$ cat config.mk
export PLATFORM = sky130hd
export DESIGN_NAME = pcfg_intake
export DESIGN_NICKNAME = d
export VERILOG_FILES = /design/src/shared/pcfg_pkg.sv /design/src/design/pcfg_intake.sv
export SDC_FILE = /design/constraint.sdc
export NUM_CORES = 1
export LEC_CHECK = 0
export ABC_AREA = 0
export BUFFER_PORTS_ARGS = -buffer_cell sky130_fd_sc_hd__buf_4
export CELL_PAD_IN_SITES_DETAIL_PLACEMENT = 1
export CELL_PAD_IN_SITES_GLOBAL_PLACEMENT = 1
export CORE_ASPECT_RATIO = 1.4
export CORE_UTILIZATION = 40
export CTS_CLUSTER_DIAMETER = 60
export DETAILED_ROUTE_END_ITERATION = 10
export PLACE_DENSITY = 0.85
export SLEW_MARGIN = 5
export SYNTH_ARGS = -nofsm -noshare
export SYNTH_HDL_FRONTEND = slang
export SYNTH_SLANG_ARGS = --single-unit
$ cat constraint.sdc
create_clock -name clk_i -period 2.72 [get_ports clk_i]
set_input_delay 0.408 -clock clk_i [delete_from_list [all_inputs] [get_ports clk_i]]
set_output_delay 0.408 -clock clk_i [all_outputs]
set_load 0.05 [all_outputs]
$ cat src/shared/pcfg_pkg.sv
package pcfg_pkg;

    // ----------------------------------------------------------------
    // Register map (byte addresses) and fields
    // ----------------------------------------------------------------
    localparam int unsigned ADR_W = 4;
    localparam logic [ADR_W-1:0] REG_CTRL = 4'h0;
    localparam logic [ADR_W-1:0] REG_STATUS = 4'h4;
    localparam logic [ADR_W-1:0] REG_WORD = 4'h8;
    localparam logic [ADR_W-1:0] REG_COUNT = 4'hc;

    localparam int unsigned CTRL_ENC = 0;
    localparam int unsigned CTRL_COMP = 1;
    localparam int unsigned CTRL_POR_STD = 2;
    localparam logic [2:0] CTRL_RESET = 3'h0;

    localparam int unsigned STAT_RELEASED = 0;
    localparam int unsigned STAT_MODE_ERR = 1;
    localparam int unsigned STAT_EARLY_CLK = 2;
    localparam int unsigned STAT_MID_WORD = 3;

    // ----------------------------------------------------------------
    // Clock-to-data ratios per bus width and stream mode
    // ----------------------------------------------------------------
    localparam logic [3:0] RATIO_PLAIN = 4'h1;
    localparam logic [3:0] RATIO_X8_ENC = 4'h1;
    localparam logic [3:0] RATIO_X8_COMP = 4'h2;
    localparam logic [3:0] RATIO_X16_ENC = 4'h2;
    localparam logic [3:0] RATIO_X16_COMP = 4'h4;
    localparam logic [3:0] RATIO_X32_ENC = 4'h4;
    localparam logic [3:0] RATIO_X32_COMP = 4'h8;

    // ----------------------------------------------------------------
    // Timing
    // ----------------------------------------------------------------
    localparam int unsigned CLK_HZ = 100_000_000;
    localparam int unsigned POR_FAST_MIN_MS = 4;
    localparam int unsigned POR_STD_MIN_MS = 100;
    localparam int unsigned FIRST_EDGE_MIN_US = 10;
    localparam int unsigned POR_FAST_CYC = POR_FAST_MIN_MS * (CLK_HZ / 1000);
    localparam int unsigned POR_STD_CYC = POR_STD_MIN_MS * (CLK_HZ / 1000);
    localparam int unsigned FIRST_EDGE_CYC = FIRST_EDGE_MIN_US * (CLK_HZ / 1000000);

    localparam int unsigned WORD_W = 32;

    typedef struct packed {
        logic valid;
        logic [WORD_W-1:0] data;
    } pcfg_word_type;

endpackage

$ cat src/design/pcfg_intake.sv
// Implementation choices: the address map and the Wishbone slave port.
`timescale 1ns/1ps
`default_nettype none

module pcfg_intake #(
    parameter int unsigned DATA_W = 32,
    parameter int unsigned POR_FAST_CYC = pcfg_pkg::POR_FAST_CYC,
    parameter int unsigned POR_STD_CYC = pcfg_pkg::POR_STD_CYC
) (
    input wire logic clk_i,
    input wire logic rst_i,
    input wire logic [pcfg_pkg::ADR_W-1:0] wb_adr_i,
    input wire logic [31:0] wb_dat_i,
    input wire logic [3:0] wb_sel_i,
    input wire logic wb_we_i,
    input wire logic wb_cyc_i,
    input wire logic wb_stb_i,
    output logic [31:0] wb_dat_o,
    output logic wb_ack_o,
    input wire logic supply_ok_i,
    input wire logic config_clock_i,
    input wire logic [DATA_W-1:0] config_data_i,
    output logic status_n_o,
    output pcfg_pkg::pcfg_word_type word_o
);

    initial begin
        if (!(DATA_W == 8 || DATA_W == 16 || DATA_W == 32)) begin
            $error("DATA_W must be 8, 16 or 32");
        end
        if (POR_FAST_CYC < 2 || POR_STD_CYC < 2) begin
            $error("power-on delays must be at least two cycles");
        end
    end

    // ----------------------------------------------------------------
    // Ratio lookup
    // ----------------------------------------------------------------
    function automatic logic [3:0] ratio_of(input logic enc, input logic comp);
        logic [3:0] r;
        r = pcfg_pkg::RATIO_PLAIN;
        if (DATA_W == 8) begin
            if (enc) r = pcfg_pkg::RATIO_X8_ENC;
            if (comp) r = pcfg_pkg::RATIO_X8_COMP;
        end else if (DATA_W == 16) begin
            if (enc) r = pcfg_pkg::RATIO_X16_ENC;
            if (comp) r = pcfg_pkg::RATIO_X16_COMP;
        end else begin
            if (enc) r = pcfg_pkg::RATIO_X32_ENC;
            if (comp) r = pcfg_pkg::RATIO_X32_COMP;
        end
        return r;
    endfunction

    // ----------------------------------------------------------------
    // Input synchronisers
    // ----------------------------------------------------------------
    // Data is delayed by the same two stages as the clock, so the word
    // seen at the detected edge is the one the host set up for it.
    logic sup_s1_r, sup_s2_r, ck_s1_r, ck_s2_r, ck_s3_r;
    logic [DATA_W-1:0] dat_s1_r, dat_s2_r;

    always_ff @(posedge clk_i) begin
        if (rst_i) begin
            sup_s1_r <= 1'b0;
            sup_s2_r <= 1'b0;
            ck_s1_r <= 1'b0;
            ck_s2_r <= 1'b0;
            ck_s3_r <= 1'b0;
            dat_s1_r <= '0;
            dat_s2_r <= '0;
        end else begin
            sup_s1_r <= supply_ok_i;
            sup_s2_r <= sup_s1_r;
            ck_s1_r <= config_clock_i;
            ck_s2_r <= ck_s1_r;
            ck_s3_r <= ck_s2_r;
            dat_s1_r <= config_data_i;
            dat_s2_r <= dat_s1_r;
        end
    end

    logic ck_rise;
    assign ck_rise = ck_s2_r & ~ck_s3_r;

    // ----------------------------------------------------------------
    // Power-on delay
    // ----------------------------------------------------------------
    logic [2:0] ctrl_r;
    logic [31:0] por_cnt_r, por_cnt_nxt, por_target;
    logic released_r, released_nxt;

    assign por_target = ctrl_r[pcfg_pkg::CTRL_POR_STD] ? POR_STD_CYC : POR_FAST_CYC;

    always_comb begin
        por_cnt_nxt = por_cnt_r;
        released_nxt = released_r;
        if (!sup_s2_r) begin
            por_cnt_nxt = '0;
            released_nxt = 1'b0;
        end else if (!released_r) begin
            if (por_cnt_r >= por_target - 32'h1) begin
                released_nxt = 1'b1;
            end else begin
                por_cnt_nxt = por_cnt_r + 32'h1;
            end
        end
    end

    always_ff @(posedge clk_i) begin
        if (rst_i) begin
            por_cnt_r <= '0;
            released_r <= 1'b0;
        end else begin
            por_cnt_r <= por_cnt_nxt;
            released_r <= released_nxt;
        end
    end

    assign status_n_o = released_r;

    // ----------------------------------------------------------------
    // Word intake
    // ----------------------------------------------------------------
    logic [3:0] ratio, beat_r, beat_nxt;
    logic [DATA_W-1:0] word_r, word_nxt;
    logic valid_r, valid_nxt;
    logic [31:0] count_r, count_nxt;
    logic [15:0] gap_r, gap_nxt;
    logic early_ev;

    assign ratio = ratio_of(ctrl_r[pcfg_pkg::CTRL_ENC], ctrl_r[pcfg_pkg::CTRL_COMP]);
    // Edge before the settle time has run out: the host broke its wait
    assign early_ev = released_r & ck_rise & (gap_r < 16'(pcfg_pkg::FIRST_EDGE_CYC));

    always_comb begin
        beat_nxt = beat_r;
        word_nxt = word_r;
        valid_nxt = 1'b0;
        count_nxt = count_r;
        gap_nxt = gap_r;
        if (!released_r) begin
            beat_nxt = '0;
            gap_nxt = '0;
        end else begin
            if (gap_r < 16'(pcfg_pkg::FIRST_EDGE_CYC)) begin
                gap_nxt = gap_r + 16'h1;
            end
            if (ck_rise) begin
                if (beat_r == 4'h0) begin
                    word_nxt = dat_s2_r;
                end
                if (beat_r >= ratio - 4'h1) begin
                    beat_nxt = '0;
                    valid_nxt = 1'b1;
                    count_nxt = count_r + 32'h1;
                end else begin
                    beat_nxt = beat_r + 4'h1;
                end
            end
        end
    end

    always_ff @(posedge clk_i) begin
        if (rst_i) begin
            beat_r <= '0;
            word_r <= '0;
            valid_r <= 1'b0;
            count_r <= '0;
            gap_r <= '0;
        end else begin
            beat_r <= beat_nxt;
            word_r <= word_nxt;
            valid_r <= valid_nxt;
            count_r <= count_nxt;
            gap_r <= gap_nxt;
        end
    end

    assign word_o.valid = valid_r;
    assign word_o.data = pcfg_pkg::WORD_W'(word_r);

    // ----------------------------------------------------------------
    // Wishbone slave and flags
    // ----------------------------------------------------------------
    logic [2:0] ctrl_nxt;
    logic ack_r, ack_nxt, mode_err_r, mode_err_nxt, early_r, early_nxt;
    logic [31:0] dat_r, dat_nxt;
    logic req, wr0;

    assign req = wb_cyc_i & wb_stb_i & ~ack_r;
    // Writes land at the edge that samples ack high, as the master sees it
    assign wr0 = wb_cyc_i & wb_stb_i & ack_r & wb_we_i & wb_sel_i[0];

    always_comb begin
        ctrl_nxt = ctrl_r;
        ack_nxt = req;
        dat_nxt = dat_r;
        mode_err_nxt = mode_err_r;
        early_nxt = early_r;
        if (wr0 && wb_adr_i == pcfg_pkg::REG_CTRL) begin
            // Both stream modes at once is refused; old mode kept
            if (wb_dat_i[pcfg_pkg::CTRL_ENC] && wb_dat_i[pcfg_pkg::CTRL_COMP]) begin
                mode_err_nxt = 1'b1;
            end else begin
                ctrl_nxt = wb_dat_i[2:0];
            end
        end
        if (wr0 && wb_adr_i == pcfg_pkg::REG_STATUS) begin
            if (wb_dat_i[pcfg_pkg::STAT_MODE_ERR]) mode_err_nxt = 1'b0;
            if (wb_dat_i[pcfg_pkg::STAT_EARLY_CLK]) early_nxt = 1'b0;
        end
        // Set after clear so a same-cycle event is not lost
        if (early_ev) early_nxt = 1'b1;
        if (req && !wb_we_i) begin
            unique case (wb_adr_i)
                pcfg_pkg::REG_CTRL: dat_nxt = {29'h0, ctrl_r};
                pcfg_pkg::REG_STATUS: dat_nxt = {28'h0, beat_r != 4'h0, early_r,
                                                 mode_err_r, released_r};
                pcfg_pkg::REG_WORD: dat_nxt = 32'(word_r);
                pcfg_pkg::REG_COUNT: dat_nxt = count_r;
                default: dat_nxt = 32'h0;
            endcase
        end
    end

    always_ff @(posedge clk_i) begin
        if (rst_i) begin
            ctrl_r <= pcfg_pkg::CTRL_RESET;
            ack_r <= 1'b0;
            dat_r <= '0;
            mode_err_r <= 1'b0;
            early_r <= 1'b0;
        end else begin
            ctrl_r <= ctrl_nxt;
            ack_r <= ack_nxt;
            dat_r <= dat_nxt;
            mode_err_r <= mode_err_nxt;
            early_r <= early_nxt;
        end
    end

    assign wb_ack_o = ack_r;
    assign wb_dat_o = dat_r;

    // ----------------------------------------------------------------
    // Assertions
    // ----------------------------------------------------------------
    property p_status_low;
        @(posedge clk_i) disable iff (rst_i)
        (!status_n_o && por_cnt_r < por_target - 32'h1) |=> !status_n_o;
    endproperty
    a_status_low: assert property (p_status_low) else $error("status released early");

    property p_release_at_target;
        @(posedge clk_i) disable iff (rst_i)
        (sup_s2_r && !released_r && por_cnt_r == por_target - 32'h1) |=> status_n_o;
    endproperty
    a_release_at_target: assert property (p_release_at_target) else $error("no release");

    property p_supply_loss;
        @(posedge clk_i) disable iff (rst_i)
        !sup_s2_r |=> !status_n_o && por_cnt_r == 32'h0;
    endproperty
    a_supply_loss: assert property (p_supply_loss) else $error("supply loss ignored");

    property p_mode_excl;
        @(posedge clk_i) disable iff (rst_i)
        !(ctrl_r[pcfg_pkg::CTRL_ENC] && ctrl_r[pcfg_pkg::CTRL_COMP]);
    endproperty
    a_mode_excl: assert property (p_mode_excl) else $error("both stream modes on");

    property p_ratio_done;
        @(posedge clk_i) disable iff (rst_i)
        (released_r && ck_rise && beat_r == ratio - 4'h1) |=> word_o.valid && beat_r == 4'h0;
    endproperty
    a_ratio_done: assert property (p_ratio_done) else $error("word not consumed");

    property p_no_early_valid;
        @(posedge clk_i) disable iff (rst_i)
        (released_r && ck_rise && beat_r < ratio - 4'h1) |=> !word_o.valid;
    endproperty
    a_no_early_valid: assert property (p_no_early_valid) else $error("word too soon");

    property p_capture;
        @(posedge clk_i) disable iff (rst_i)
        (released_r && ck_rise && beat_r == 4'h0) |=> word_r == $past(dat_s2_r);
    endproperty
    a_capture: assert property (p_capture) else $error("word not captured");

    property p_hold;
        @(posedge clk_i) disable iff (rst_i)
        (beat_r != 4'h0 || !ck_rise) |=> $stable(word_r);
    endproperty
    a_hold: assert property (p_hold) else $error("word changed mid ratio");

    property p_early_flag;
        @(posedge clk_i) disable iff (rst_i)
        early_ev |=> early_r;
    endproperty
    a_early_flag: assert property (p_early_flag) else $error("early edge missed");

    property p_ack_once;
        @(posedge clk_i) disable iff (rst_i)
        (wb_cyc_i && wb_stb_i && !wb_ack_o) |=> wb_ack_o ##1 !wb_ack_o;
    endproperty
    a_ack_once: assert property (p_ack_once) else $error("bad ack timing");

endmodule

`default_nettype wire

# After elaboration in Yosys (flattened, before gate mapping)
# Index checks and enable logic that the tools add are counted.
# word_totals
reg_bits	225
inputBits	79
out_inout_bits	67
wordCells	79
# classes
addsub	6
n_lt_le_gt_ge	3
n_eq_ne	3
muxes	15
bitwise_logic	15
reduce_logical	18
# ops
operator	count
32-bit case mux with 4 select lines	1
32-bit by 1-bit adder with 32-bit output (second input constant)	2
32-bit greater-or-equal comparator	1
24-bit by 1-bit subtractor with 25-bit output (second input constant)	1
24-bit two-way mux	1
16-bit by 1-bit adder with 16-bit output (second input constant)	1
16-bit by 10-bit less-than comparator with 1-bit output (second input constant)	1
1-bit two-way mux	10
1-bit bitwise AND	8
4-bit equality test (second input constant)	2
4-bit logical NOT	2
4-bit two-way mux	2
1-bit NOT	7
2-bit AND reduction	3
3-bit AND reduction	2
4-bit by 1-bit adder with 4-bit output (second input constant)	1
4-bit by 3-bit equality test with 1-bit output (second input constant)	1
4-bit greater-or-equal comparator	1
1-bit logical AND	4
2-bit nonzero test	2
4-bit nonzero test	1
2-bit OR reduction	2
4-bit by 1-bit subtractor with 4-bit output (second input constant)	1
3-bit two-way mux	1
other kinds (2)	2

# Longest topological paths before layout
# logic_depth
depth_word	8
ltp_mapped	9
mapped_depth_nobuf	8

# Least setup slack after synthesis
# Ideal clock, no wire load.
# synth_timing
path_kind	reg-to-reg
startpoint	register ctrl_r[0]
endpoint	register count_r[27]
setup_ps	128
arrival_time_ps	2241
required_ps	2592
slack_ps	352
path_stages_with_launch	10
n_path_buf	1
period_less_slack_ps	2368
path_cell_list	dfxtp_1 or2_2 ha_1 nand2b_1 a2111oi_2 nor4b_4 buf_2 nand4_1 xor2_1 nor2_1
# synth_between
elab_chain_len	5
# synth_rtl
element	line_no	rtl
start: declaration	pcfg_intake.sv:89	logic [2:0] ctrl_r;
start signal: assignment	pcfg_intake.sv:229	ctrl_r <= pcfg_pkg::CTRL_RESET;
start signal: assignment	pcfg_intake.sv:235	ctrl_r <= ctrl_nxt;
3-bit two-way mux	pcfg_intake.sv:49	if (enc) r = pcfg_pkg::RATIO_X32_ENC;
4-bit two-way mux	pcfg_intake.sv:50	if (comp) r = pcfg_pkg::RATIO_X32_COMP;
4-bit by 1-bit subtractor with 4-bit output	pcfg_intake.sv:153	if (beat_r >= ratio - 4'h1) begin
4-bit greater-or-equal comparator	pcfg_intake.sv:153	
3-bit AND reduction (no source line)	-	
end signal: assignment	pcfg_intake.sv:175	count_r <= count_nxt;
end: declaration	pcfg_intake.sv:128	logic [31:0] count_r, count_nxt;
# Every way passes these cells.
# A chain may end at the register's enable or synchronous reset.

# Final worst setup path
# layout_timing
startpoint	register ctrl_r[0]
endpoint	register count_r[7]
# The elaborated chain is that of the path after synthesis.

==> results.toml <==
[outcome]
status = "finished clean"

[cells_and_area]
multi_input_comb_area_um2 = 3890
most-common-layout-cells = "225 x sky130_fd_sc_hd__dfxtp_1, 137 x sky130_fd_sc_hd__buf_4, 104 x sky130_fd_sc_hd__nor2_1, 98 x sky130_fd_sc_hd__nand2_1, 73 x sky130_fd_sc_hd__nor2b_1"
proportion_of_layout_cells_with_a_drive_suffix_above_1_pct = 18.7
layout.area.seq_um2 = 4500
fillerInstances = 2432
nets = 1125
area_growth_pct = 22.6
layout.cells.most_common = "sky130_fd_sc_hd__dfxtp_1"
antenna_cells_inserted = 0

[clock_tree]
cts-hold-fix-buffers = 0
ctsLongestPathBuffers = 3
worstSkewPairLatency_ps = 510
tritoncts_num_sinks = 225
clk_pin_slew_worst_paths_ps = 70
tritoncts = "built"
post-cts-setup-buffers = 0
clock-root-buffer = "sky130_fd_sc_hd__clkbuf_16"
tritoncts_buffer_count = 23
cts_htree_levels = 1

[logic_synthesis]
synthesis.area_um2 = 8600
synth_async_sr_flop_share_pct = 0
synth_enable_flop_cells = 0
yosys.area.top_type = "sky130_fd_sc_hd__dfxtp_1"
ys_types = 55
synthesis.yosys.warnings = 0
netlist_top_cells_area = "sky130_fd_sc_hd__dfxtp_1 52%, sky130_fd_sc_hd__nor2b_1 5.3%, sky130_fd_sc_hd__nor2_1 4.6%"
synthDominantCellAreaShare_pct = 52.4
synthesis.area_per_instance_um2 = 9.35
synth_nets = 1016
netlist_instances = 920
yosys_register_bits = 225
synth-main-ff-cell = "sky130_fd_sc_hd__dfxtp_1"
synth.yosys.seq_area_share_pct = 52.4

[floorplan]
design.core.area_um2 = 21100
die-area_um2 = 22100
die-height_um = 176
floorplan.initialDensity_pct = 40.7
die_width_um = 126
fp-row-count = 63
ioPinCount = 146

[timing]
fin_tns_setup_ps = 0
timing.final.crit_share_pct = 91.4
period_needed_ps = 2490
hold_violations = 0
maxSlewViolCount = 0
max_clock_freq_mhz = 402
finalClockSkew_ps = 15.1
hold_slack_ps = 108
worstMarginPinSlew_ps = 842
grt_setup_unrepaired = "false"
timing.max_slew.rel_slack_pct = 43.9
final-setup-viol-count = 0

[drt]
route.detailed.drc = 0
ant_nets = 0
detail_route.iter0.violations = 381
wirelength_um = 22400
routed_wire_length_per_instance_um = 17.1
detailed_route_via_count = 6979
drtPass1Iterations = 4
via_per_inst = 5.34

[setup_path]
arrival_ps = 2860
setup.worst_path.class = "reg -> reg"
crit_path_end_kind = "flop"
setup.worst_path.start_class = "flop"
critical_path_fanout_max = 4
worstPathRequired_ps = 3100

[power_and_ir_drop]
switching_share_pct = 22.5
switching_power_w = 0.00155
power_frac_clock_pct = 46.0
p_seq_share_pct = 49.3
worst_ir_drop_vdd_mv = 0.374
cellInternalPower_w = 0.00533
cellLeakagePower_nw = 4.15
power_density_nw_per_um2 = 652
comb_power_share_pct = 4.7

[placement]
place.gp.congestion = 0.798
io_buf_count = 113
dp.final_hpwl_um = 15300

[min_path]
min-delay-path-class = "in -> reg"

[global_routing]
wire_length_of_the_first_global_routing_pass_um = 36500
overflow = 0
global_route_usage_sum_pct = 20.3
maximum_number_of_pins_on_one_net_before_global_route_repair = 83
number_of_antenna_violations_at_the_first_check_in_global_routing = 0
vias_in_the_first_global_route = 7414

[run]
drv.max_cap_violation_count = 0
==> critical path: stages (launching register included) <==
cell	delay, ps
sky130_fd_sc_hd__dfxtp_1	340
sky130_fd_sc_hd__or2_2	330
sky130_fd_sc_hd__ha_1	280
sky130_fd_sc_hd__nand2b_1	180
sky130_fd_sc_hd__a2111oi_4	500
sky130_fd_sc_hd__buf_4	200
sky130_fd_sc_hd__nor4b_1	50
sky130_fd_sc_hd__buf_4	170
sky130_fd_sc_hd__nand4_1	110
sky130_fd_sc_hd__xor2_1	160
sky130_fd_sc_hd__nor2_1	50
==> flip-flops by register name, indices dropped and copies added, names as in the netlist <==
| signal | flops |
|---|---|
| beat_r | 4 |
| mode_err_r | 1 |
| early_r | 1 |
| status_n_o | 1 |
| valid_r | 1 |
| por_cnt_r | 32 |
| dat_s1_r | 32 |
| gap_r | 16 |
| word_r | 32 |
| ck_s3_r | 1 |
| wb_dat_o | 32 |
| ck_s1_r | 1 |
| sup_s2_r | 1 |
| dat_s2_r | 32 |
| ctrl_r | 3 |
| wb_ack_o | 1 |
| ck_s2_r | 1 |
| sup_s1_r | 1 |
| count_r | 32 |
==> synth_stat cells, types with 2 or more instances <==
cell / instances
sky130_fd_sc_hd__buf_4: 2
sky130_fd_sc_hd__nand3_1: 17
sky130_fd_sc_hd__o31a_1: 3
sky130_fd_sc_hd__nor4_1: 7
sky130_fd_sc_hd__or4_1: 4
sky130_fd_sc_hd__xnor2_1: 5
sky130_fd_sc_hd__ha_1: 17
sky130_fd_sc_hd__inv_1: 7
sky130_fd_sc_hd__nor2b_1: 73
sky130_fd_sc_hd__a221oi_1: 28
sky130_fd_sc_hd__nor2_1: 105
sky130_fd_sc_hd__nand2b_1: 4
sky130_fd_sc_hd__mux2i_1: 3
sky130_fd_sc_hd__o21a_1: 9
sky130_fd_sc_hd__nand4_1: 27
sky130_fd_sc_hd__o31ai_1: 2
sky130_fd_sc_hd__mux4_2: 3
sky130_fd_sc_hd__a31oi_1: 2
sky130_fd_sc_hd__dfxtp_1: 225
sky130_fd_sc_hd__o2111ai_1: 2
sky130_fd_sc_hd__a22oi_1: 4
sky130_fd_sc_hd__nor3_1: 39
sky130_fd_sc_hd__o21ai_0: 11
sky130_fd_sc_hd__or3_1: 9
sky130_fd_sc_hd__buf_2: 3
sky130_fd_sc_hd__and3_1: 16
sky130_fd_sc_hd__and2_1: 20
sky130_fd_sc_hd__clkbuf_1: 47
sky130_fd_sc_hd__xor2_1: 44
sky130_fd_sc_hd__or2_2: 2
sky130_fd_sc_hd__a21oi_1: 47
sky130_fd_sc_hd__o211ai_1: 8
sky130_fd_sc_hd__and4_1: 6
sky130_fd_sc_hd__nand2_1: 98
==> per-stage QoR <==
stage	instance area (um2)	power [W]	std cells	utilization, %	worst slack [ps]
3_5_place_dp	9780	0.00379	1264	46.3	203
2_1_floorplan	8600	0.00365	920	-	352
5_1_grt	10500	0.00714	1306	49.9	2.08
4_1_cts	10500	0.00698	1306	49.9	109
3_3_place_gp	9780	0.00378	1264	46.3	256
6_report	10500	0.00688	1306	49.9	235
==> kinds of logic (layout without fill, tap and decap cells) <==
group,Yosys count,count (layout),share of synthesized area (%)
AOI/OAI and AO/OA,124,124,10.1
other,1,1,0.0436
and+or+nand+nor,436,436,25.9
xor gates and xnor gates,49,49,4.99
DFF,225,225,52.4
muxes,7,7,1.27
adders and majority gates,17,17,2.47
buffers and inverters,61,187,2.88
==> layout make-up <==
cell class | count | area share [%]
Clock buffer | 29 | 5.96
Sequential cell | 225 | 42.7
Tap cell | 260 | 3.08
Timing Repair Buffer | 138 | 9.86
Inverter | 7 | 0.249
Clock inverter | 13 | 1.21
Multi-Input combinational cell | 634 | 36.9
==> per-layer routing <==
metal | GRT usage [%] | wire length (um)
met1 | 22.6 | 8760
met2 | 38.6 | 12000
met3 | 3.17 | 955
met4 | 6.98 | 610
met5 | 0 | 0
==> worst paths after layout <==
kind                      from            to  slack [ps]  cells after the start
max                  ctrl_r[0]    count_r[7]         230                     10
min          config_data_i[19]  dat_s1_r[19]         110                      2
max reg2reg          ctrl_r[0]    count_r[7]         230                     10
min reg2reg            ck_s1_r       ck_s2_r         430                      1
==> power by group through the flow <==
| stage | clock network (W) | logic (W) | registers (W) |
|---|---|---|---|
| finish | 0.00316 | 0.000324 | 0.00339 |
| global route | 0.00340 | 0.000348 | 0.00339 |
| CTS | 0.00326 | 0.000328 | 0.00339 |
| detailed placement | 0 | 0.000324 | 0.00346 |
| global placement | 0 | 0.000319 | 0.00346 |
| floorplan | 0 | 0.000129 | 0.00352 |
==> repair_timing <==
item	in CTS	in global routing
endpoints found under the setup margin	0	5
endpoints found under the hold margin	0	0
gates resized for setup	0	1
Note: power is estimated with default switching activity, not from simulation.
